File: config.mk
export PLATFORM = sky130hd
export DESIGN_NAME = fsf_front_end
export DESIGN_NICKNAME = d
export VERILOG_FILES = /design/src/rtl/fsf_pin_sync.v /design/src/rtl/fsf_front_end.v
export VERILOG_INCLUDE_DIRS = /design/src /design/src/rtl
export SDC_FILE = /design/constraint.sdc
export NUM_CORES = 1
export LEC_CHECK = 0
export BUFFER_PORTS_ARGS = -buffer_cell sky130_fd_sc_hd__buf_2
export CORE_UTILIZATION = 40
export DETAILED_ROUTE_END_ITERATION = 12
export PLACE_DENSITY = 0.62
export SLEW_MARGIN = 20
export SYNTH_ARGS = -nofsm -noshare
export SYNTH_HDL_FRONTEND = slang
export SYNTH_SLANG_ARGS = --single-unit
File: constraint.sdc
create_clock -name clk_i -period 7.5 [get_ports clk_i]
set_input_delay 0.75 -clock clk_i [delete_from_list [all_inputs] [get_ports clk_i]]
set_output_delay 0.75 -clock clk_i [all_outputs]
set_load 0.01 [all_outputs]
File: src/rtl/fsf_map.vh
// Constants of the serial flash front end: opcodes, status layout, reset values, timing
// Functional notes
// - Write-protect pin is active low; with protect mode bits it blocks status writes.
// - With four-lane enable set, write-protect is off and the pin is data lane 2.
// - While selected and paused, output lanes float and clock and input are ignored.
// - With four-lane enable set, pause is off and the pin is data lane 3.
// - Single lane: bits taken on rising clock, read data driven on falling clock.
// - Only bus modes 0 and 3; clock idles low or high at select edges.
// - Dual fast reads 3B and BB use lanes 0 and 1 bidirectionally.
// - Quad fast reads 6B and EB use lanes 0 to 3.
// - Quad instructions are not performed while four-lane enable is clear.
// - Pause starts at pause pin fall with clock low, else after next clock fall.
// - Pause ends at pause pin rise with clock low, else after next clock fall.
// - Pause keeps the partial instruction and page data; transfer resumes in place.
// - While supply reset is asserted nothing runs and no instruction is recognised.
// - For a power-up delay, write enable, program, erase and status write are rejected.
// - Latch starts at 0; program, erase, status write need a prior write enable.
// - Finishing program, erase or status write clears the write enable latch.
// - In power-down only the release power-down instruction is obeyed.
// - In-progress bit 0 is 1 while program, erase or status write runs.
// - While in progress, only status reads and erase suspend are obeyed.
// - In-progress bit clears to 0 when the operation finishes.
// - Status write allowed only per protect mode, write enable latch and pin level.
// - Deselected device keeps every output lane at high impedance.
// - After power-up an instruction needs a select fall from high first.
// - Write enable instruction sets the write enable latch to 1.
// - Protect mode 0,1: low pin locks status, high pin unlocks after write enable; the code ignores the pin in mode 0.
`ifndef FSF_MAP_VH
`define FSF_MAP_VH

// Instruction codes
`define FSF_OP_WRSR 8'h01
`define FSF_OP_PP 8'h02
`define FSF_OP_READ 8'h03
`define FSF_OP_WRDI 8'h04
`define FSF_OP_RDSR1 8'h05
`define FSF_OP_WREN 8'h06
`define FSF_OP_FREAD 8'h0B
`define FSF_OP_SE 8'h20
`define FSF_OP_RDSR2 8'h35
`define FSF_OP_DREAD 8'h3B
`define FSF_OP_BE32 8'h52
`define FSF_OP_CE2 8'h60
`define FSF_OP_QREAD 8'h6B
`define FSF_OP_SUSP 8'h75
`define FSF_OP_RPD 8'hAB
`define FSF_OP_PD 8'hB9
`define FSF_OP_DIO 8'hBB
`define FSF_OP_CE 8'hC7
`define FSF_OP_BE64 8'hD8
`define FSF_OP_QIO 8'hEB

// Status layout: first register bits, second register bits
`define FSF_SR1_BUSY 0
`define FSF_SR1_WR_LATCH 1
`define FSF_SR1_PROT_LSB 2
`define FSF_SR1_PM_LO 7
`define FSF_SR2_PM_HI 0
`define FSF_SR2_FOUR_LANE 1
`define FSF_PROT_RST 6'h00
`define FSF_SR2_RST 2'h0

// Timing: power-up write delay, core clock and dummy clock counts
`define FSF_TPUW_US 10
`define FSF_CLK_MHZ 200
`define FSF_DUMMY_FAST 4'h8
`define FSF_DUMMY_QIO 4'h4

`endif

File: src/rtl/fsf_pin_sync.v
// Three-stage pin synchroniser; a change is taken once stages two and three agree
`timescale 1ns/1ps
module fsf_pin_sync #(
  parameter W = 6,
  parameter [W-1:0] INIT = {W{1'b1}}
) (
  // Clock and reset
  input wire clk_i,
  input wire rst_n_i,
  // Raw pins and filtered levels
  input wire [W-1:0] pin_i,
  output reg [W-1:0] level_o
);

  reg [W-1:0] s1;
  reg [W-1:0] s2;
  reg [W-1:0] s3;
  wire [W-1:0] agree;

  // Only bits whose last two stages match may change the level
  assign agree = ~(s2 ^ s3);

  // Stage one feeds stage two only, so metastability never reaches logic
  always @(posedge clk_i or negedge rst_n_i)
  begin
    if (!rst_n_i)
    begin
      s1 <= INIT;
      s2 <= INIT;
      s3 <= INIT;
      level_o <= INIT;
    end
    else
    begin
      s1 <= pin_i;
      s2 <= s1;
      s3 <= s2;
      level_o <= (s3 & agree) | (level_o & ~agree);
    end
  end

endmodule

File: src/rtl/fsf_front_end.v
// Serial flash instruction front end: pin sampling, decode, pause, write gating, status
`timescale 1ns/1ps
`include "fsf_map.vh"
module fsf_front_end #(
  parameter PUW_CYCLES = `FSF_TPUW_US * `FSF_CLK_MHZ
) (
  // Clock and supply reset
  input wire clk_i,
  input wire rst_n_i,
  // Serial port pins
  input wire cs_n_i,
  input wire sclk_i,
  input wire lane0_i,
  output wire lane0_o,
  output wire lane0_oe_n_o,
  input wire lane1_i,
  output wire lane1_o,
  output wire lane1_oe_n_o,
  input wire lane2_i,
  output wire lane2_o,
  output wire lane2_oe_n_o,
  input wire lane3_i,
  output wire lane3_o,
  output wire lane3_oe_n_o,
  // Operation requests to the array core
  output reg op_start_o,
  output reg [7:0] op_code_o,
  output reg [23:0] op_addr_o,
  input wire op_done_i,
  // Page data and read data
  output reg wr_valid_o,
  output reg [7:0] wr_byte_o,
  output reg [23:0] rd_addr_o,
  input wire [7:0] rd_data_i,
  // Status view
  output wire [7:0] status1_o,
  output wire [7:0] status2_o,
  output reg paused_o,
  output reg power_down_o
);

  localparam PH_CMD = 3'd0;
  localparam PH_ADDR = 3'd1;
  localparam PH_DUMMY = 3'd2;
  localparam PH_DIN = 3'd3;
  localparam PH_DOUT = 3'd4;
  localparam PH_WAIT = 3'd5;
  localparam PH_IGN = 3'd6;

  reg rst_q1;
  reg rst_q2;
  wire rst_n;
  wire [5:0] pins;
  wire cs_f;
  wire sclk_f;
  wire [3:0] lin;
  reg sclk_q;
  reg cs_q;
  wire sclk_rise;
  wire sclk_fall;
  wire cs_rise;
  wire cs_fall;
  reg armed;
  reg sel;
  reg [2:0] phase;
  reg [7:0] op;
  reg [31:0] sh;
  reg [5:0] cnt;
  reg [1:0] aw;
  reg [5:0] alen;
  reg [3:0] dl;
  reg [1:0] ow;
  reg [23:0] addr;
  reg [1:0] nbytes;
  reg [7:0] sr_buf1;
  reg [7:0] sr_buf2;
  reg [7:0] osh;
  reg [3:0] ocnt;
  reg [3:0] dout;
  reg drive;
  reg [5:0] prot;
  reg write_enable_latch;
  reg busy;
  reg four_lane_enable;
  reg pm_hi;
  reg [23:0] puw_cnt;
  reg puw_done;
  wire wp_n_eff;
  wire act;
  wire [31:0] nsh;
  wire [5:0] ncnt;
  wire op_ok;
  wire wr_ok;
  wire sr_unlocked;
  wire [7:0] obyte;
  wire [7:0] ob;
  wire [5:0] ostep;

  // Shift lane bits into the low end, highest lane as most significant
  function [31:0] fsf_shift;
    input [31:0] s;
    input [3:0] ln;
    input [1:0] w;
    begin
      case (w)
        2'd1: fsf_shift = {s[29:0], ln[1:0]};
        2'd2: fsf_shift = {s[27:0], ln};
        default: fsf_shift = {s[30:0], ln[0]};
      endcase
    end
  endfunction

  // Bits moved per clock for a lane width code
  function [5:0] fsf_step;
    input [1:0] w;
    begin
      case (w)
        2'd1: fsf_step = 6'h02;
        2'd2: fsf_step = 6'h04;
        default: fsf_step = 6'h01;
      endcase
    end
  endfunction

  // Supply reset released through two flops; all state cleared while it is low
  always @(posedge clk_i or negedge rst_n_i)
  begin
    if (!rst_n_i)
    begin
      rst_q1 <= 1'b0;
      rst_q2 <= 1'b0;
    end
    else
    begin
      rst_q1 <= 1'b1;
      rst_q2 <= rst_q1;
    end
  end
  assign rst_n = rst_q2;

  // Select starts low so a pin already low at power-up never looks like a fresh select
  fsf_pin_sync #(
    .W(6),
    .INIT(6'h3C)
  ) u_sync (
    .clk_i(clk_i),
    .rst_n_i(rst_n),
    .pin_i({lane3_i, lane2_i, lane1_i, lane0_i, sclk_i, cs_n_i}),
    .level_o(pins)
  );
  assign cs_f = pins[0];
  assign sclk_f = pins[1];
  assign lin = pins[5:2];

  // Edge detection on the filtered levels
  always @(posedge clk_i or negedge rst_n)
  begin
    if (!rst_n)
    begin
      sclk_q <= 1'b0;
      cs_q <= 1'b0;
    end
    else
    begin
      sclk_q <= sclk_f;
      cs_q <= cs_f;
    end
  end
  assign sclk_rise = sclk_f & ~sclk_q;
  assign sclk_fall = ~sclk_f & sclk_q;
  assign cs_rise = cs_f & ~cs_q;
  assign cs_fall = ~cs_f & cs_q;

  // Quad mode turns the protect pin into a lane, so it then reads as released
  assign wp_n_eff = four_lane_enable ? 1'b1 : lin[2];
  assign sr_unlocked = ~pm_hi & ~(prot[5] & ~wp_n_eff);
  assign wr_ok = puw_done & write_enable_latch;

  // Pause follows the pin only while the clock is low; off in quad and deselected
  always @(posedge clk_i or negedge rst_n)
  begin
    if (!rst_n)
      paused_o <= 1'b0;
    else if (cs_f | four_lane_enable | ~sel)
      paused_o <= 1'b0;
    else if (!sclk_f)
      paused_o <= ~lin[3];
  end

  // Clock edges count only while selected and not paused; pause freezes all state moved by clock edges
  assign act = sel & ~cs_f & ~paused_o;
  assign nsh = fsf_shift(sh, lin, (phase == PH_ADDR) ? aw : 2'd0);
  assign ncnt = cnt + fsf_step((phase == PH_ADDR) ? aw : 2'd0);

  // Instruction filter for power-down, busy and quad enable
  assign op_ok = power_down_o ? (nsh[7:0] == `FSF_OP_RPD) :
    busy ? (nsh[7:0] == `FSF_OP_RDSR1 || nsh[7:0] == `FSF_OP_RDSR2 ||
    nsh[7:0] == `FSF_OP_SUSP) :
    ((nsh[7:0] != `FSF_OP_QREAD && nsh[7:0] != `FSF_OP_QIO) | four_lane_enable);

  // Next byte to send: live status or array data
  assign obyte = (op == `FSF_OP_RDSR1) ? status1_o :
    (op == `FSF_OP_RDSR2) ? status2_o : rd_data_i;
  assign ob = (ocnt == 4'h0) ? obyte : osh;
  // Output bits per falling clock for the current lane width
  assign ostep = fsf_step(ow);

  // Power-up write delay counter
  always @(posedge clk_i or negedge rst_n)
  begin
    if (!rst_n)
    begin
      puw_cnt <= 24'h000000;
      puw_done <= 1'b0;
    end
    else if (!puw_done)
    begin
      puw_cnt <= puw_cnt + 24'h000001;
      puw_done <= (puw_cnt == PUW_CYCLES[23:0]);
    end
  end

  // Main sequencer: select tracking, serial phases, execution at select rise
  always @(posedge clk_i or negedge rst_n)
  begin
    if (!rst_n)
    begin
      armed <= 1'b0;
      sel <= 1'b0;
      phase <= PH_CMD;
      op <= 8'h00;
      sh <= 32'h00000000;
      cnt <= 6'h00;
      aw <= 2'd0;
      alen <= 6'h18;
      dl <= 4'h0;
      ow <= 2'd0;
      addr <= 24'h000000;
      nbytes <= 2'd0;
      sr_buf1 <= 8'h00;
      sr_buf2 <= 8'h00;
      osh <= 8'h00;
      ocnt <= 4'h0;
      dout <= 4'h0;
      drive <= 1'b0;
      prot <= `FSF_PROT_RST;
      {four_lane_enable, pm_hi} <= `FSF_SR2_RST;
      write_enable_latch <= 1'b0;
      busy <= 1'b0;
      power_down_o <= 1'b0;
      op_start_o <= 1'b0;
      op_code_o <= 8'h00;
      op_addr_o <= 24'h000000;
      wr_valid_o <= 1'b0;
      wr_byte_o <= 8'h00;
      rd_addr_o <= 24'h000000;
    end
    else
    begin
      op_start_o <= 1'b0;
      wr_valid_o <= 1'b0;
      if (cs_f)
        armed <= 1'b1;
      // Completion clears busy and the latch; only a suspend start, which busy lets through, can coincide, and it sets neither
      if (op_done_i)
      begin
        busy <= 1'b0;
        write_enable_latch <= 1'b0;
      end
      if (cs_fall & armed)
        sel <= 1'b1;
      if (sel & cs_rise)
      begin
        // Raising select ends the transfer and resets the instruction state
        sel <= 1'b0;
        phase <= PH_CMD;
        cnt <= 6'h00;
        nbytes <= 2'd0;
        ocnt <= 4'h0;
        drive <= 1'b0;
        if (phase == PH_WAIT)
        begin
          case (op)
            `FSF_OP_WREN: if (puw_done) write_enable_latch <= 1'b1;
            `FSF_OP_WRDI: write_enable_latch <= 1'b0;
            `FSF_OP_PD: power_down_o <= 1'b1;
            `FSF_OP_RPD: power_down_o <= 1'b0;
            `FSF_OP_SUSP:
            begin
              op_start_o <= 1'b1;
              op_code_o <= op;
            end
            default:
            begin
              // Erases and chip erase
              if (wr_ok)
              begin
                op_start_o <= 1'b1;
                op_code_o <= op;
                op_addr_o <= addr;
                busy <= 1'b1;
              end
            end
          endcase
        end
        else if (phase == PH_DIN && cnt == 6'h00 && nbytes != 2'd0 && wr_ok)
        begin
          // Program or status write, only whole bytes and after write enable
          if (op == `FSF_OP_PP || sr_unlocked)
          begin
            op_start_o <= 1'b1;
            op_code_o <= op;
            op_addr_o <= addr;
            busy <= 1'b1;
            if (op == `FSF_OP_WRSR)
            begin
              prot <= sr_buf1[7:2];
              if (nbytes == 2'd2)
                {four_lane_enable, pm_hi} <= sr_buf2[1:0];
            end
          end
        end
      end
      else if (act & sclk_rise)
      begin
        // Input bits are taken on the rising clock
        case (phase)
          PH_CMD:
          begin
            sh <= nsh;
            cnt <= ncnt;
            if (cnt == 6'h07)
            begin
              op <= nsh[7:0];
              cnt <= 6'h00;
              aw <= 2'd0;
              alen <= 6'h18;
              if (!op_ok)
                phase <= PH_IGN;
              else
              begin
                case (nsh[7:0])
                  `FSF_OP_READ, `FSF_OP_FREAD, `FSF_OP_DREAD, `FSF_OP_QREAD, `FSF_OP_PP,
                  `FSF_OP_SE, `FSF_OP_BE32, `FSF_OP_BE64: phase <= PH_ADDR;
                  `FSF_OP_DIO:
                  begin
                    phase <= PH_ADDR;
                    aw <= 2'd1;
                    alen <= 6'h20;
                  end
                  `FSF_OP_QIO:
                  begin
                    phase <= PH_ADDR;
                    aw <= 2'd2;
                    alen <= 6'h20;
                  end
                  `FSF_OP_WRSR: phase <= PH_DIN;
                  `FSF_OP_RDSR1, `FSF_OP_RDSR2:
                  begin
                    phase <= PH_DOUT;
                    ow <= 2'd0;
                  end
                  `FSF_OP_WREN, `FSF_OP_WRDI, `FSF_OP_CE, `FSF_OP_CE2, `FSF_OP_PD,
                  `FSF_OP_RPD, `FSF_OP_SUSP: phase <= PH_WAIT;
                  default: phase <= PH_IGN;
                endcase
              end
            end
          end
          PH_ADDR:
          begin
            sh <= nsh;
            cnt <= ncnt;
            if (ncnt == alen)
            begin
              cnt <= 6'h00;
              addr <= (alen == 6'h20) ? nsh[31:8] : nsh[23:0];
              rd_addr_o <= (alen == 6'h20) ? nsh[31:8] : nsh[23:0];
              dl <= (op == `FSF_OP_QIO) ? `FSF_DUMMY_QIO : `FSF_DUMMY_FAST;
              ow <= (op == `FSF_OP_DREAD || op == `FSF_OP_DIO) ? 2'd1 :
                (op == `FSF_OP_QREAD || op == `FSF_OP_QIO) ? 2'd2 : 2'd0;
              case (op)
                `FSF_OP_READ, `FSF_OP_DIO: phase <= PH_DOUT;
                `FSF_OP_FREAD, `FSF_OP_DREAD, `FSF_OP_QREAD, `FSF_OP_QIO: phase <= PH_DUMMY;
                `FSF_OP_PP: phase <= PH_DIN;
                default: phase <= PH_WAIT;
              endcase
            end
          end
          PH_DUMMY:
          begin
            cnt <= ncnt;
            if (ncnt[3:0] == dl)
            begin
              cnt <= 6'h00;
              phase <= PH_DOUT;
            end
          end
          PH_DIN:
          begin
            sh <= nsh;
            cnt <= ncnt;
            if (ncnt == 6'h08)
            begin
              cnt <= 6'h00;
              if (nbytes != 2'd2)
                nbytes <= nbytes + 2'd1;
              if (op == `FSF_OP_PP)
              begin
                wr_valid_o <= 1'b1;
                wr_byte_o <= nsh[7:0];
              end
              else if (nbytes == 2'd0)
                sr_buf1 <= nsh[7:0];
              else
                sr_buf2 <= nsh[7:0];
            end
          end
          // Extra clocks after a complete short instruction cancel it
          PH_WAIT: phase <= PH_IGN;
          default: phase <= phase;
        endcase
      end
      else if (act & sclk_fall & (phase == PH_DOUT))
      begin
        // Output bits change on the falling clock, most significant lane first
        drive <= 1'b1;
        if (ocnt == 4'h0 && op != `FSF_OP_RDSR1 && op != `FSF_OP_RDSR2)
          rd_addr_o <= rd_addr_o + 24'h000001;
        case (ow)
          2'd1:
          begin
            dout[1:0] <= ob[7:6];
            osh <= {ob[5:0], 2'b00};
          end
          2'd2:
          begin
            dout <= ob[7:4];
            osh <= {ob[3:0], 4'h0};
          end
          default:
          begin
            dout[1] <= ob[7];
            osh <= {ob[6:0], 1'b0};
          end
        endcase
        ocnt <= ((ocnt == 4'h0) ? 4'h8 : ocnt) - ostep[3:0];
      end
    end
  end

  // Lanes float when deselected or paused; dual adds lane 0, quad adds lanes 2 and 3
  assign lane0_o = dout[0];
  assign lane1_o = dout[1];
  assign lane2_o = dout[2];
  assign lane3_o = dout[3];
  assign lane1_oe_n_o = ~(drive & act);
  assign lane0_oe_n_o = ~(drive & act & (ow != 2'd0));
  assign lane2_oe_n_o = ~(drive & act & (ow == 2'd2));
  assign lane3_oe_n_o = ~(drive & act & (ow == 2'd2));

  // Status views; in-progress sits at bit 0
  assign status1_o = {prot, write_enable_latch, busy};
  assign status2_o = {6'h00, four_lane_enable, pm_hi};

endmodule

==> flow_metrics.py <==
metrics = {
    "timing": {
        "fmax_ghz": 0.2032,
        "post-route-period-util_pct": 65.61,
        "drv_slew": 0,
        "final.setup.tns_ns": 0,
        "setup_viol": 0,
        "fin_ws_ns": 2.579,
        "period_needed_ns": 4.921,
        "hold_viol": 0,
        "tightest_slew_ns": 1.052,
        "clock_skew_ns": 0.01492,
        "max_slew_margin_pct": 29.28,
        "rsz0062_at_grt": "no",
    },
    "placed_design": {
        "placedCellCount": 1638,
        "placed_area_mm2": 0.01301,
        "port_buffers": 102,
        "hpwlAfterDp_um": 21110,
        "place_ws_ns": 2.597,
        "gp_congestion": 0.9091,
    },
    "min_path": {
        "holdPathEnd": "u_sync.s1[3]$_DFF_PN1_",
        "hold_path_class": "in -> reg",
        "hold_depth": 1,
        "min_from": "lane1_i",
    },
    "global_routing": {
        "use_met1_pct": 29.15,
        "top_usage_layer": "met2",
        "grt.met3_usage_pct": 2.785,
        "overflow": 0,
        "grt.total_usage_pct": 19.66,
        "grt_pass1_vias": 8934,
        "grt_use_met2_pct": 29.77,
        "grt_first_pass_wirelength_um": 49130,
        "grt_max_degree": 182,
        "antenna_found_initial": 0,
    },
    "floorplanning": {
        "die_y_um": 177.4,
        "start_util_pct": 41.06,
        "core_mm2": 0.02995,
        "pin_count": 109,
        "row_count": 63,
        "die_w_um": 177.4,
        "die_area_mm2": 0.03145,
    },
    "clock_network": {
        "cts-root-buf": "clkbuf_16",
        "clock_latency_ns": 0.54,
        "clk_pin_slew_ns": 0.07,
        "clock-sinks": 239,
        "clock_path_buffers": 3,
        "cts_tree": "done",
        "post_cts_resized": 0,
        "htreeDepth": 1,
        "numCtsBuffers": 27,
    },
    "logic_synthesis": {
        "ys_top_cells_by_count": "dfrtp_1, nand2_1, o21ai_0, a21oi_1, nor2_1",
        "synth_edf_count": 0,
        "synth_most_common_cell": "dfrtp_1",
        "synth_area_mm2": 0.01230,
        "synth_ff_type": "dfrtp_1",
        "synth_sequential_area_ratio_pct": 48.80,
        "synth.distinct_cells": 92,
        "synthesis.instances": 1211,
        "synth_top_cell_area_share_pct": 45.17,
        "synthTopCellsByArea": "dfrtp_1, mux2_2, nand2_1",
        "yosys_warnings": 0,
        "avgSynthCellArea_um2": 10.16,
        "async_reset_ff_share_pct": 100.0,
        "synth_seq_cells": 239,
        "yosys.area.top_type": "dfrtp_1",
    },
    "worst_setup_path": {
        "regToRegEndpoint": "rd_addr_o[1]$_DFFE_PN0P_",
        "critPathArrivalTime_ns": 5.35,
        "r2r_slack_ns": 2.58,
        "critPathCaptureType": "flip-flop",
        "start_kind": "flip-flop",
        "critPathBufInv": 2,
        "reg2reg_depth": 14,
        "required_ns": 7.93,
        "worstPathMaxFanout": 72,
        "critPathMaxStageDelay_ns": 0.53,
        "cp_cell_sequence": "nand2b_1 -> nor2_1 -> nand2_1 -> ha_2 -> buf_4 -> ha_1 -> fa_1 -> nor2_1 -> nand3_1 -> nor4_2 -> o2111ai_1 -> o41ai_4 -> buf_4 -> mux2_2",
        "critPathTopFamily": "simple AND/OR/NAND/NOR gates",
        "slowest_stage": "buf_4",
        "r2r_start": "phase[1]$_DFFE_PN0P_",
        "crit_type": "reg -> reg",
    },
    "drt": {
        "routed_wl_um": 30210,
        "vias": 9326,
        "drtIter0Drc": 656,
        "post-route-drc-count": 0,
        "wl_per_cell_um": 17.90,
        "avgViaCountPerCell": 5.525,
        "antenna_left": 0,
        "first_pass_iters": 5,
    },
    "finish": {
        "num_antenna_cells": 0,
        "final_area_mm2": 0.01393,
        "drive_gt1_share_pct": 21.80,
        "area_delta_synth_final_pct": 13.29,
        "fin_nets": 1314,
        "layout.cells.non_filler": 1688,
    },
    "status": {
        "run_status": "completed",
    },
    "pwr": {
        "p_per_area_mw_per_mm2": 227.5,
        "ir_worst_vdd_mv": 0.1611,
        "leakagePower_nw": 6.291,
    },
    "job": {
        "maxCapViolations": 0,
    },
}
[worst register-to-register path, stage by stage, from the launching register on]
cell	delay, ns
dfrtp_1	0.52
nand2b_1	0.24
nor2_1	0.42
nand2_1	0.19
ha_2	0.35
buf_4	0.53
ha_1	0.33
fa_1	0.46
nor2_1	0.18
nand3_1	0.11
nor4_2	0.24
o2111ai_1	0.30
o41ai_4	0.11
buf_4	0.43
mux2_2	0.38
[logic make-up (layout without fill, tap and decap cells)]
kind of cell               after synthesis  in the layout  synth area share [%]
xor gates and xnor gates                32             32                 2.391
AOI/OAI and AO/OA                      300            300                 15.78
DFF                                    239            239                 48.80
muxes                                  104            104                 9.654
adders and majority gates               26             26                 2.625
and+or+nand+nor                        399            399                 16.43
other                                    2              7               0.06106
buffers and inverters                  109            191                 4.263
[area by class of cell]
cell class,instances,area [um2]
fillers,2806,16020
flip-flops and latches,239,6006
multi-input cells,868,5806
clock buffers,41,788.3
repair buffers,114,615.6
well taps,390,488.0
clock inverters,8,125.1
inverters,28,105.1
[per-stage QoR]
stage                     power, mW  hold slack [ns]  util [%]
after global routing          3.309           0.2811     46.52
after global placement        1.829           0.3375     43.43
after detailed placement      1.835           0.3388     43.43
after CTS                     3.204           0.2758     46.52
after floorplan               1.707           0.3312         -
final                         3.170           0.3083     46.52
[state kept, by name (all words and copies together) (netlist names), 3 cells and up, named ones only]
signal and cells:
addr 24, cnt 6, dout 4, ocnt 4
op 8, op_addr_o 24, op_code_o 8, osh 7
phase 3, prot 6, puw_cnt 24, rd_addr_o 24
sh 31, sr_buf1 6, u_sync.s1 6, u_sync.s2 6
u_sync.s3 6, wr_byte_o 8
[power by group]
group	switching, mW	internal, mW
sequential	0.0798	1.35
combinational	0.246	0.137
clock	0.530	0.825
[metal layers]
layer / routed length, um / share of wire, %
met5: 0 / 0
met4: 657 / 2.2
met3: 1403 / 4.6
met2: 13560 / 45
met1: 14590 / 48
[placed cells by master (no fill, tap or decap), drive strengths merged, types with 21 or more instances in the layout]
master,instances
a22oi,30
a21oi,87
mux2i,21
o21ai,93
mux2,83
buf,113
nand2,144
dfrtp,222
clkbuf,41
nand3,39
inv,29
nor2,84
xnor2,21
[how the worst max path moves through the flow]
stage,end,startpoint,slack (ns),cells past startpoint
2_1_floorplan,asynchronous set/reset pin,rst_n$_DFF_PN0_,0.38,0
3_3_place_gp,rd_addr_o[1]$_DFFE_PN0P_,phase[1]$_DFFE_PN0P_,2.67,14
3_5_place_dp,rd_addr_o[1]$_DFFE_PN0P_,phase[1]$_DFFE_PN0P_,2.60,14
4_1_cts,rd_addr_o[1]$_DFFE_PN0P_,phase[1]$_DFFE_PN0P_,2.57,14
5_1_grt,rd_addr_o[1]$_DFFE_PN0P_,phase[1]$_DFFE_PN0P_,2.17,14
6_report,rd_addr_o[1]$_DFFE_PN0P_,phase[1]$_DFFE_PN0P_,2.58,14
[what timing repair did]
action,in CTS,in global routing
setup endpoints to repair,0,0
hold buffers,1,0
endpoints found under the hold margin,2,0
buffers inserted,0,0
Power figures use the tool's default switching activity.
